**src/verilog/iofr_cfg.svh**
```systemverilog
// Purpose: constants of the input/output fault response bank
// Assumes: included by bare name from the design
// Notes: command codes, field layouts, reset values and timing
`ifndef IOFR_CFG_SVH
`define IOFR_CFG_SVH
`define IOFR_CMD_TURN_ON_INPUT_THRESHOLD 8'h35
`define IOFR_CMD_OC_ACTION 8'h47
`define IOFR_CMD_OV_LIMIT 8'h55
`define IOFR_CMD_OV_ACTION 8'h56
`define IOFR_MAN_W 11
`define IOFR_TURN_ON_INPUT_THRESHOLD_EXP 5'h1e
`define IOFR_OV_EXP 5'h00
`define IOFR_OV_ACTION_VAL 8'h00
`define IOFR_ACT_LATCH 8'hc0
`define IOFR_ACT_RETRY 8'hfa
`define IOFR_RST_OC_ACTION 8'hc0
`define IOFR_RST_TURN_ON_INPUT_THRESHOLD_MAN 11'h010
`define IOFR_RST_OV_MAN 11'h011
`define IOFR_RETRY_TIME_MS 20
`define IOFR_CLK_KHZ 200000
`define IOFR_RETRY_CYCLES (`IOFR_RETRY_TIME_MS * `IOFR_CLK_KHZ)
`endif

```
**src/verilog/iofr_pkg.sv**
```systemverilog
// Purpose: types of the input/output fault response bank
// Assumes: nothing beyond the constants header
// Notes: request and answer travel as packed structs
`default_nettype none
package iofr_pkg;
	typedef enum logic [3:0] {
		IOFR_RD_BYTE = 4'h1,
		IOFR_WR_BYTE = 4'h2,
		IOFR_RD_WORD = 4'h4,
		IOFR_WR_WORD = 4'h8
	} iofr_kind_t;
	typedef enum logic [3:0] {
		IOFR_OFF = 4'h1,
		IOFR_RUN = 4'h2,
		IOFR_LATCHED = 4'h4,
		IOFR_RETRY = 4'h8
	} iofr_chan_t;
	typedef struct packed {
		logic valid;
		iofr_kind_t kind;
		logic [7:0] code;
		logic [15:0] wdata;
	} iofr_req_t;
	typedef struct packed {
		logic valid;
		logic error;
		logic [15:0] rdata;
	} iofr_rsp_t;
	typedef struct packed {
		logic byteIoutOc;
		logic byteOther;
		logic wordIout;
		logic wordInput;
		logic ioutOcFault;
		logic vinOvFault;
	} iofr_status_t;
endpackage : iofr_pkg
`default_nettype wire

```
**src/verilog/iofr_fault_response.sv**
```systemverilog
// Purpose: fault policy and input thresholds for a two-channel controller
// Assumes: decoded bus commands, telemetry on the same clock
// Notes: enable pins are asynchronous and pass two flip-flops
// Notes on behaviour
// - Overcurrent action code: byte reads and byte writes only.
// - All four commands hold one value shared by both channels.
// - Overcurrent fault turns the faulted channel off and sets overcurrent status.
// - A fault pulls the alert line unless its mask bit is set.
// - Code C0h: stay off until enable toggles or bias power cycles.
// - Code FAh: stop faulted channel, retry after 20 ms, repeat.
// - No conversion before input voltage reaches turn-on threshold.
// - Turn-on threshold: word access, exponent fixed 11110b, 0.25 V step.
// - Overvoltage limit: word access, exponent 00000b, mantissa 0..2047.
// - Overvoltage action: byte reads only, whole byte read-only.
// - Overvoltage action fixed 00h: keep converting, still flag, alert.
// - Input overvoltage sets other, input and input overvoltage bits.
// - Overcurrent detected when channel current reaches its limit.
// - Undervoltage fault masked until input passed turn-on and enabled.
`default_nettype none
`include "iofr_cfg.svh"
module iofr_fault_response #(
	parameter int RETRY_CYCLES = `IOFR_RETRY_CYCLES,
	parameter int CNT_W = 22
) (
	input wire logic clk,
	input wire logic rst_n,
	input wire iofr_pkg::iofr_req_t req,
	output iofr_pkg::iofr_rsp_t rsp,
	input wire logic [1:0] enablePin,
	input wire logic [1:0] onBit,
	input wire logic enableByPin,
	input wire logic [10:0] ioutA,
	input wire logic [10:0] ioutB,
	input wire logic [10:0] ocLimitA,
	input wire logic [10:0] ocLimitB,
	input wire logic [10:0] vinQuarterVolts,
	input wire logic maskIoutOc,
	input wire logic maskVinOv,
	input wire logic clearFaults,
	output logic [1:0] convertEnable,
	output iofr_pkg::iofr_status_t status,
	output logic uvFaultArmed,
	output logic alertLineN
);
	localparam int CH = 2;
	localparam logic [CNT_W-1:0] RETRY_LAST = CNT_W'(RETRY_CYCLES - 1);

	if (CNT_W < 1 || CNT_W > 30 || RETRY_CYCLES < 1 ||
		RETRY_CYCLES >= (1 << CNT_W)) begin : g_bad_size
		$error("RETRY_CYCLES does not fit the retry counter");
	end

	logic [CH-1:0] pinSync1Reg, pinSync1Next, pinSync2Reg, pinSync2Next;
	logic [CH-1:0] chanEn, ocHit;
	logic vinOk, vinOver;
	iofr_pkg::iofr_chan_t chanReg [CH];
	iofr_pkg::iofr_chan_t chanNext [CH];
	logic [CNT_W-1:0] cntReg [CH];
	logic [CNT_W-1:0] cntNext [CH];
	logic [CH-1:0] ocEvent;
	logic [CH-1:0] convNext;

	// Enable pins come from outside and are synchronised first
	always_comb begin
		pinSync1Next = enablePin;
		pinSync2Next = pinSync1Reg;
	end
	always_ff @(posedge clk) begin
		if (!rst_n) begin
			pinSync1Reg <= 2'h0;
			pinSync2Reg <= 2'h0;
		end else begin
			pinSync1Reg <= pinSync1Next;
			pinSync2Reg <= pinSync2Next;
		end
	end

	// Register bank, one copy shared by both channels
	logic [7:0] ocActReg, ocActNext;
	logic [10:0] vinOnReg, vinOnNext, ovManReg, ovManNext;
	iofr_pkg::iofr_rsp_t rspNext;

	always_comb begin
		ocActNext = ocActReg;
		vinOnNext = vinOnReg;
		ovManNext = ovManReg;
		rspNext = '0;
		rspNext.valid = req.valid;
		if (req.valid) begin
			case (req.code)
				`IOFR_CMD_OC_ACTION: begin
					if (req.kind == iofr_pkg::IOFR_RD_BYTE)
						rspNext.rdata = {8'h00, ocActReg};
					else if (req.kind == iofr_pkg::IOFR_WR_BYTE)
						ocActNext = req.wdata[7:0];
					else
						rspNext.error = 1'b1;
				end
				`IOFR_CMD_TURN_ON_INPUT_THRESHOLD: begin
					if (req.kind == iofr_pkg::IOFR_RD_WORD)
						rspNext.rdata = {`IOFR_TURN_ON_INPUT_THRESHOLD_EXP, vinOnReg};
					else if (req.kind == iofr_pkg::IOFR_WR_WORD)
						vinOnNext = req.wdata[10:0];
					else
						rspNext.error = 1'b1;
				end
				`IOFR_CMD_OV_LIMIT: begin
					if (req.kind == iofr_pkg::IOFR_RD_WORD)
						rspNext.rdata = {`IOFR_OV_EXP, ovManReg};
					else if (req.kind == iofr_pkg::IOFR_WR_WORD)
						ovManNext = req.wdata[10:0];
					else
						rspNext.error = 1'b1;
				end
				`IOFR_CMD_OV_ACTION: begin
					if (req.kind == iofr_pkg::IOFR_RD_BYTE)
						rspNext.rdata = {8'h00, `IOFR_OV_ACTION_VAL};
					else
						rspNext.error = 1'b1;
				end
				default: rspNext.error = 1'b1;
			endcase
		end
	end
	always_ff @(posedge clk) begin
		if (!rst_n) begin
			ocActReg <= `IOFR_RST_OC_ACTION;
			vinOnReg <= `IOFR_RST_TURN_ON_INPUT_THRESHOLD_MAN;
			ovManReg <= `IOFR_RST_OV_MAN;
			rsp <= '0;
		end else begin
			ocActReg <= ocActNext;
			vinOnReg <= vinOnNext;
			ovManReg <= ovManNext;
			rsp <= rspNext;
		end
	end

	// Input thresholds in quarter volts; the limit is in whole volts
	always_comb begin
		vinOk = vinQuarterVolts >= vinOnReg;
		vinOver = {2'h0, vinQuarterVolts} > {ovManReg, 2'h0};
		ocHit[0] = ioutA >= ocLimitA;
		ocHit[1] = ioutB >= ocLimitB;
	end

	// Per-channel power sequencing and fault policy
	for (genvar i = 0; i < CH; i++) begin : g_chan
		always_comb begin
			chanEn[i] = enableByPin ? pinSync2Reg[i] : onBit[i];
			chanNext[i] = chanReg[i];
			cntNext[i] = '0;
			ocEvent[i] = 1'b0;
			case (chanReg[i])
				iofr_pkg::IOFR_OFF: begin
					if (chanEn[i] && vinOk)
						chanNext[i] = iofr_pkg::IOFR_RUN;
				end
				iofr_pkg::IOFR_RUN: begin
					// Input overvoltage does not stop conversion
					if (!chanEn[i])
						chanNext[i] = iofr_pkg::IOFR_OFF;
					else if (ocHit[i]) begin
						ocEvent[i] = 1'b1;
						if (ocActReg == `IOFR_ACT_RETRY)
							chanNext[i] = iofr_pkg::IOFR_RETRY;
						else
							chanNext[i] = iofr_pkg::IOFR_LATCHED;
					end
				end
				iofr_pkg::IOFR_LATCHED: begin
					if (!chanEn[i])
						chanNext[i] = iofr_pkg::IOFR_OFF;
				end
				iofr_pkg::IOFR_RETRY: begin
					if (!chanEn[i])
						chanNext[i] = iofr_pkg::IOFR_OFF;
					else if (cntReg[i] == RETRY_LAST)
						chanNext[i] = iofr_pkg::IOFR_OFF;
					else
						cntNext[i] = cntReg[i] + 1'b1;
				end
				default: chanNext[i] = iofr_pkg::IOFR_OFF;
			endcase
			convNext[i] = chanNext[i] == iofr_pkg::IOFR_RUN;
		end
		always_ff @(posedge clk) begin
			if (!rst_n) begin
				chanReg[i] <= iofr_pkg::IOFR_OFF;
				cntReg[i] <= '0;
			end else begin
				chanReg[i] <= chanNext[i];
				cntReg[i] <= cntNext[i];
			end
		end

	end

	// Sticky status and alert; a set in the clear cycle wins
	logic ioutOcReg, ioutOcNext, vinOvReg, vinOvNext;
	logic armedNext, alertNext;
	iofr_pkg::iofr_status_t statusNext;
	always_comb begin
		ioutOcNext = (ioutOcReg && !clearFaults) || (|ocEvent);
		vinOvNext = (vinOvReg && !clearFaults) || vinOver;
		statusNext.byteIoutOc = ioutOcNext;
		statusNext.wordIout = ioutOcNext;
		statusNext.ioutOcFault = ioutOcNext;
		statusNext.byteOther = vinOvNext;
		statusNext.wordInput = vinOvNext;
		statusNext.vinOvFault = vinOvNext;
		alertNext = !((ioutOcNext && !maskIoutOc) ||
			(vinOvNext && !maskVinOv));
		armedNext = uvFaultArmed || (vinOk && (|chanEn));
	end
	always_ff @(posedge clk) begin
		if (!rst_n) begin
			ioutOcReg <= 1'b0;
			vinOvReg <= 1'b0;
			status <= '0;
			alertLineN <= 1'b1;
			uvFaultArmed <= 1'b0;
			convertEnable <= 2'h0;
		end else begin
			ioutOcReg <= ioutOcNext;
			vinOvReg <= vinOvNext;
			status <= statusNext;
			alertLineN <= alertNext;
			uvFaultArmed <= armedNext;
			convertEnable <= convNext;
		end
	end
endmodule : iofr_fault_response
`default_nettype wire

```
**config.mk**
```make
export PLATFORM = sky130hd
export DESIGN_NAME = iofr_fault_response
export DESIGN_NICKNAME = d
export VERILOG_FILES = /design/src/verilog/iofr_pkg.sv /design/src/verilog/iofr_fault_response.sv
export VERILOG_INCLUDE_DIRS = /design/src /design/src/verilog
export SDC_FILE = /design/constraint.sdc
export NUM_CORES = 1
export LEC_CHECK = 0
export ABC_AREA = 1
export BUFFER_PORTS_ARGS = -buffer_cell sky130_fd_sc_hd__buf_2
export CAP_MARGIN = 5
export CORE_MARGIN = 2
export CORE_UTILIZATION = 35
export DETAILED_ROUTE_END_ITERATION = 8
export GPL_TIMING_DRIVEN = 0
export PLACE_DENSITY = 0.65
export SLEW_MARGIN = 20
export SYNTH_ARGS = -nofsm -noshare
export SYNTH_HDL_FRONTEND = slang
export SYNTH_SLANG_ARGS = --single-unit
```
**constraint.sdc**
```tcl
create_clock -name clk -period 4.7 [get_ports clk]
set_clock_uncertainty 0.15 [all_clocks]
set_input_delay 0.235 -clock clk [delete_from_list [all_inputs] [get_ports clk]]
set_output_delay 0.235 -clock clk [all_outputs]
set_load 0.02 [all_outputs]
```
==> metrics, run 1 <==
status finished, final reports clean; Post-synth top flop dfxtp_1; Final #Nets 1100; Initial Util between 30% and 40%; layout cells sized above 1 20.6%; ANT nets after route 0; Post-route DRC 0; CP max FO 10; Leak Pwr roughly 0.0033 µW; vias 5561; Synth Register Bits 106; top cells by count, synth nand2_1, inv_1, dfxtp_1; worst-skew pair later-pin latency 0.36 ns; P per Cell Area 261 nW/µm²; diodes inserted 0; slew margin rel. a little under three fifths; Post-synth EDFFs 0; IO Pins 122; Synth Area per Inst between 7 and 8 µm²; Final Hold Fails 0; # clock sinks 106; core area between 15000 and 20000 µm²; vias in the first global route around 5200; synthesis-to-layout area growth 19.8%; proportion of netlist area held by the largest area contributor about a third; synth warn 0; Die Footprint 18400 µm²; top cells by area, synth dfxtp_1, nand2_1, ha_1; top-count cell post-synth nand2_1; Worst-Margin Slew roughly 0.65 ns; Worst Reg-to-Reg Cells 9; die height 136 µm; Synth Net Count 971; critical path endpoint category register; PortBufs about 110; DRT Wirelength 14400 µm; drt pass-1 iters 4; CTS Buffer Depth 2; routed len/inst 12.1 µm; post-synthesis sequential area ratio 35.1%; Final Slew Violations 0; Hold Slack 0.00855 ns; TritonCTS clock tree yes; vias per inst 4.67; Synth cell types 46; Worst Path Required 4.79 ns; maximum vdd ir drop 0.151 mV; first-pass GRT wire length 23900 µm; gpl congestion around 0.86; RSZ-0062 raised after global routing no; crit start category register; buffers inserted by post-CTS timing repair 0; Die X 136 µm; Remaining Overflow, GRT 0; htree depth 3; minimum clock period 1.92 ns; CP arrival 2.01 ns; count of final setup violators 0; synthesized instance count 833; Worst-path clk slew ~0.07 ns; Fillers 1796; Fmax 521 MHz; std cell rows 48; GRT Util Overall 16.2%; async set-reset flop share out of synthesis 0%; worst hold path class primary input to register; CTS root buffer clkbuf_16; Num CTS Buffers 9; antenna violations before repair 0; hold path depth 3; leading area contributor after synthesis dfxtp_1; maxcap violations 0; largest net degree at the start of global routing 18; HPWL Detailed 11400 µm; CTS resizes 0; CP Class register to register; hold buffer count at cts 4; final worst-path cycle share 40.8%; Post-Syn Area 6050 µm²; setup_tns 0 ns; DRT iter0 DRCs 300
## state kept, by name, summed over array words and instances (netlist names), 8 cells and up
signal,count
ocActReg,8
ovManReg,11
rsp,14
vinOnReg,11
cntReg,44
chanReg,8
## through the flow
stage	std cells	total power, µW	util, %	setup WS [ns]	cell area [µm²]
after floorplan	833	1050	-	3.07	6050
after global placement	1172	1130	40.3	2.59	6910
after detailed placement	1172	1130	40.3	2.60	6910
after CTS	1192	1910	42.4	2.76	7250
after global routing	1192	1970	42.4	2.55	7250
final	1192	1890	42.4	2.78	7250
## path summary, 6_finish.rpt
path | start | endpoint | slack, ns
worst min-delay path | req[10] | ovManReg[10]$_SDFFE_PN0P_ | 0.009
worst min register to register | pinSync1Reg[0]$_SDFF_PN0_ | pinSync2Reg[0]$_SDFF_PN0_ | 0.27
worst max-delay path | cntReg[0][0]$_SDFF_PP0_ | cntReg[0][9]$_SDFF_PP0_ | 2.78
worst max register to register | cntReg[0][0]$_SDFF_PP0_ | cntReg[0][9]$_SDFF_PP0_ | 2.78
## final cells by class
type | count | area [µm²] | share of cell area [%]
well taps | 225 | 282 | 3.88
repair buffers | 118 | 611 | 8.42
clock buffers | 10 | 239 | 3.30
inverters | 139 | 522 | 7.20
flip-flops and latches | 106 | 2120 | 29.3
clock inverters | 6 | 65.1 | 0.897
multi-input cells | 564 | 3250 | 44.8
plain buffers | 24 | 163 | 2.24
## cell usage in the layout, fill, tap and decap left out, types with 4 or more instances in the layout
master / count
buf_2: 118
buf_4: 12
nor3b_1: 4
dlygate4sd3_1: 4
inv_1: 133
ha_1: 44
o22ai_1: 7
nor3_2: 5
or2_2: 4
nand3_1: 44
xor2_1: 13
a21oi_1: 55
nand2_2: 4
dfxtp_1: 106
xnor2_1: 7
clkbuf_16: 9
nor2_4: 5
nor2_1: 82
nand4_1: 26
nor2_2: 8
a31oi_1: 4
inv_2: 5
o21ai_0: 44
nor4_1: 7
nor3_1: 14
nand3_2: 4
nand2_1: 151
clkbuf_1: 5
## worst max-delay path: stages, from the launching register on
cell and delay (ns):
dfxtp_1 0.35, ha_1 0.18, nand2_1 0.07, inv_2 0.07
nand2_2 0.06, nor2_1 0.19, nand4_1 0.18, nand4_1 0.20
buf_2 0.27, a21oi_1 0.07
## where the power goes
group | internal [µW] | switching (µW)
Combinational | 83.8 | 115
Sequential | 907 | 5.16
Clock | 429 | 351
Total | 1420 | 471
## logic make-up (layout without fill, tap and decap cells)
family / count (synthesis) / count (layout) / synth area share (%)
AOI/OAI and AO/OA: 126 / 126 / 11.4
other: 1 / 1 / 0.0619
xor gates and xnor gates: 20 / 20 / 2.89
adders and majority gates: 44 / 44 / 9.09
DFF: 106 / 106 / 35.1
and+or+nand+nor: 373 / 373 / 30.2
buffers and inverters: 163 / 297 / 11.3
## layer usage
metal	share of wire [%]	vias to the layer above	track usage (%)
li1	-	2956	-
met1	49	2464	21.4
met2	45	127	27.4
met3	5.2	14	2.21
met4	1.6	0	5.44
met5	0	-	0
(Power assumes the default switching activity.)
==> run 2: changes to the inputs <==
--- a/config.mk
+++ b/config.mk
@@ -13,7 +13,7 @@
 export CORE_UTILIZATION = 35
 export DETAILED_ROUTE_END_ITERATION = 8
 export GPL_TIMING_DRIVEN = 0
-export PLACE_DENSITY = 0.65
+export PLACE_DENSITY = 0.67
 export SLEW_MARGIN = 20
 export SYNTH_ARGS = -nofsm -noshare
 export SYNTH_HDL_FRONTEND = slang
==> constraint.sdc (replaced) <==
create_clock -name clk -period 1.6 [get_ports clk]
set_clock_uncertainty 0.15 [all_clocks]
set_input_delay 0.08 -clock clk [delete_from_list [all_inputs] [get_ports clk]]
set_output_delay 0.08 -clock clk [all_outputs]
set_load 0.02 [all_outputs]
==> run 2 against run 1 <==
The flow now finishes with violations (negative setup slack). Sequential power grew to 2.9 times the previous value. Hold slack improved by 0.029 ns. Final area up 13%. Via count increased by 4.8%. Non-clock buffer count up 35. Flip-flop and latch count did not move. Fmax up 8.7%. Total power grew to 3.0 times the previous value. Wire length up 9.9%. Register-to-register slack worse by 2.9 ns. Largest cell class unchanged.
==> metrics, run 2 (synthesized netlist as in run 1, its figures left out) <==
status complete, but fails checks; failing checks negative setup slack; Reg area 2150 µm² (+1.4%); placed cell count 1172 (unchanged); vias 5829 (+4.8%); crit-path leading delay family simple AND/OR/NAND/NOR gates; vias in the first global route 5408 (+4.1%); TritonCTS clock tree yes; Final Slew Violations 0 (unchanged); ANT nets after route 0 (unchanged); crit start category register; drt pass-1 iters 5 (+1); first-pass GRT wire length 25200 µm (+5.6%); commonest non-fill, non-tap cell in the layout nand2_1; Worst Path Required 1.70 ns (-3.09 ns); RSZ-0062 raised after global routing yes; most frequent cells in the layout nand2_1, inv_1, buf_2; Multi-input gate area 3770 µm² (+16%); Final #Nets 1135 (+3.2%); CTS root buffer clkbuf_16; Fmax 566 MHz (+8.7%); CTS Buffer Depth 2 (unchanged); die height 136 µm (unchanged); core area 17100 µm² (unchanged); setup_tns -5.55 ns (-5.55 ns); HPWL Detailed 11400 µm (about the same); placement-stage cell area 6940 µm² (+0.45%); std cell rows 48 (unchanged); Largest Register cntReg; Num CTS Buffers 9 (unchanged); minimum clock period 1.77 ns (-0.153 ns); Final Worst Setup Slack -0.166 ns (-2.95 ns); synthesis-to-layout area growth 34.8%; GRT Util Overall 17.3% (+1.1 points); Worst-path clk slew 0.07 ns (about the same); Fillers 1676 (-6.7%); htree depth 3 (unchanged); final std cells w/o fill 1226 (+2.9%); top flop regs cntReg x44, rsp x14; CP Class register to register; Setup WS pre-CTS -0.385 ns (-2.99 ns); layout cells sized above 1 33.3% (+13 points); slew margin rel. 56.8% (+0.35 points); Post-Route Utilization 47.7% (+5.3 points); Initial Util 35.4% (unchanged); max FFs per register 44 (unchanged); Post-route DRC 0 (unchanged); CP arrival 1.86 ns (-0.15 ns); Final Hold Fails 0 (unchanged); CP max FO 5 (-5); # clock sinks 106 (unchanged); slowest stage delay, CP 0.35 ns (about the same); CP cell instances ha_4, nand2_2, inv_2, nand2_4, buf_12, nor2_4, nand4_1, nand4_1, buf_6, buf_6, nor3_1; Die Footprint 18400 µm² (unchanged); maxcap violations 0 (unchanged); WP buf/inv 4 (+2); largest net degree at the start of global routing 17 (-1); Leak Pwr 0.00362 µW (+9.3%); final worst-path cycle share 110% (+70 points); crit path max-delay cell type dfxtp_2; Worst-Margin Slew 0.648 ns (-0.00527 ns); Remaining Overflow, GRT 0 (unchanged); Final Cell Area 8160 µm² (+13%); antenna violations before repair 0 (unchanged); DRT iter0 DRCs 369 (+23%); count of final setup violators 51 (+51); Die X 136 µm (unchanged); IO Pins 122 (unchanged); DRT Wirelength 15800 µm (+9.9%); worst hold path class primary input to register; maximum vdd ir drop 0.546 mV (+260%); critical path endpoint category register; P per Cell Area 693 nW/µm² (+170%); diodes inserted 0 (unchanged); vias per inst 4.75 (+1.9%); routed len/inst 12.9 µm (+6.9%); worst-skew pair later-pin latency 0.36 ns (about the same); gpl congestion 0.870 (+1.0%); PortBufs 114 (unchanged)
-- run 2: power breakdown --
group          switching [µW]  internal [µW]  total, µW
Combinational             386            301        687
Clock                     994           1290       2280
Sequential               16.9           2660       2680
Total                    1400           4250       5650
-- run 2: final timing paths --
check | startpoint | end | slack (ns) | depth (start not counted)
worst max register to register | cntReg[0][0]$_SDFF_PP0_ | cntReg[0][15]$_SDFF_PP0_ | -0.17 | 11
worst max-delay path | cntReg[0][0]$_SDFF_PP0_ | cntReg[0][15]$_SDFF_PP0_ | -0.17 | 11
worst min register to register | pinSync1Reg[1]$_SDFF_PN0_ | pinSync2Reg[1]$_SDFF_PN0_ | 0.27 | 2
worst min-delay path | req[24] | rsp[16]$_SDFF_PN0_ | 0.04 | 4
-- run 2: layer usage --
metal	GRT usage, %	share of wire [%]	up-vias
met5	0	0	-
li1	-	-	3030
met4	7.06	2.0	0
met1	21.9	47	2604
met3	3.82	5.7	24
met2	28.6	46	171
-- run 2: through the flow --
stage | total power, µW | hold WS (ns)
finish | 5650 | 0.0380
global route | 5890 | 0.0707
CTS | 5650 | 0.0272
detailed placement | 3330 | 0.130
global placement | 3320 | 0.123
floorplan | 3090 | 0.0276
-- run 2: area by class of cell --
type,count,share of cell area (%)
multi-input combinational,564,46.3
tap,225,3.45
inverter,139,6.40
buffer,24,2.21
clock buffer,11,3.10
clock inverter,4,0.629
sequential,106,26.4
timing repair buffer,153,11.6
-- run 2: what timing repair did --
action                                  in CTS  in global routing
setup buffers                               16                  2
hold buffers                                17                  0
endpoints found under the setup margin      54                 57
gates resized for setup                     96                 55
pin swaps                                   35                 26
gates cloned                                 4                  0
endpoints found under the hold margin       37                  0
-- run 2: tightest hold or removal path: stages --
cell,delay (ns)
buf_2,0.13
nand3_1,0.08
o21a_1,0.13
o21a_1,0.11
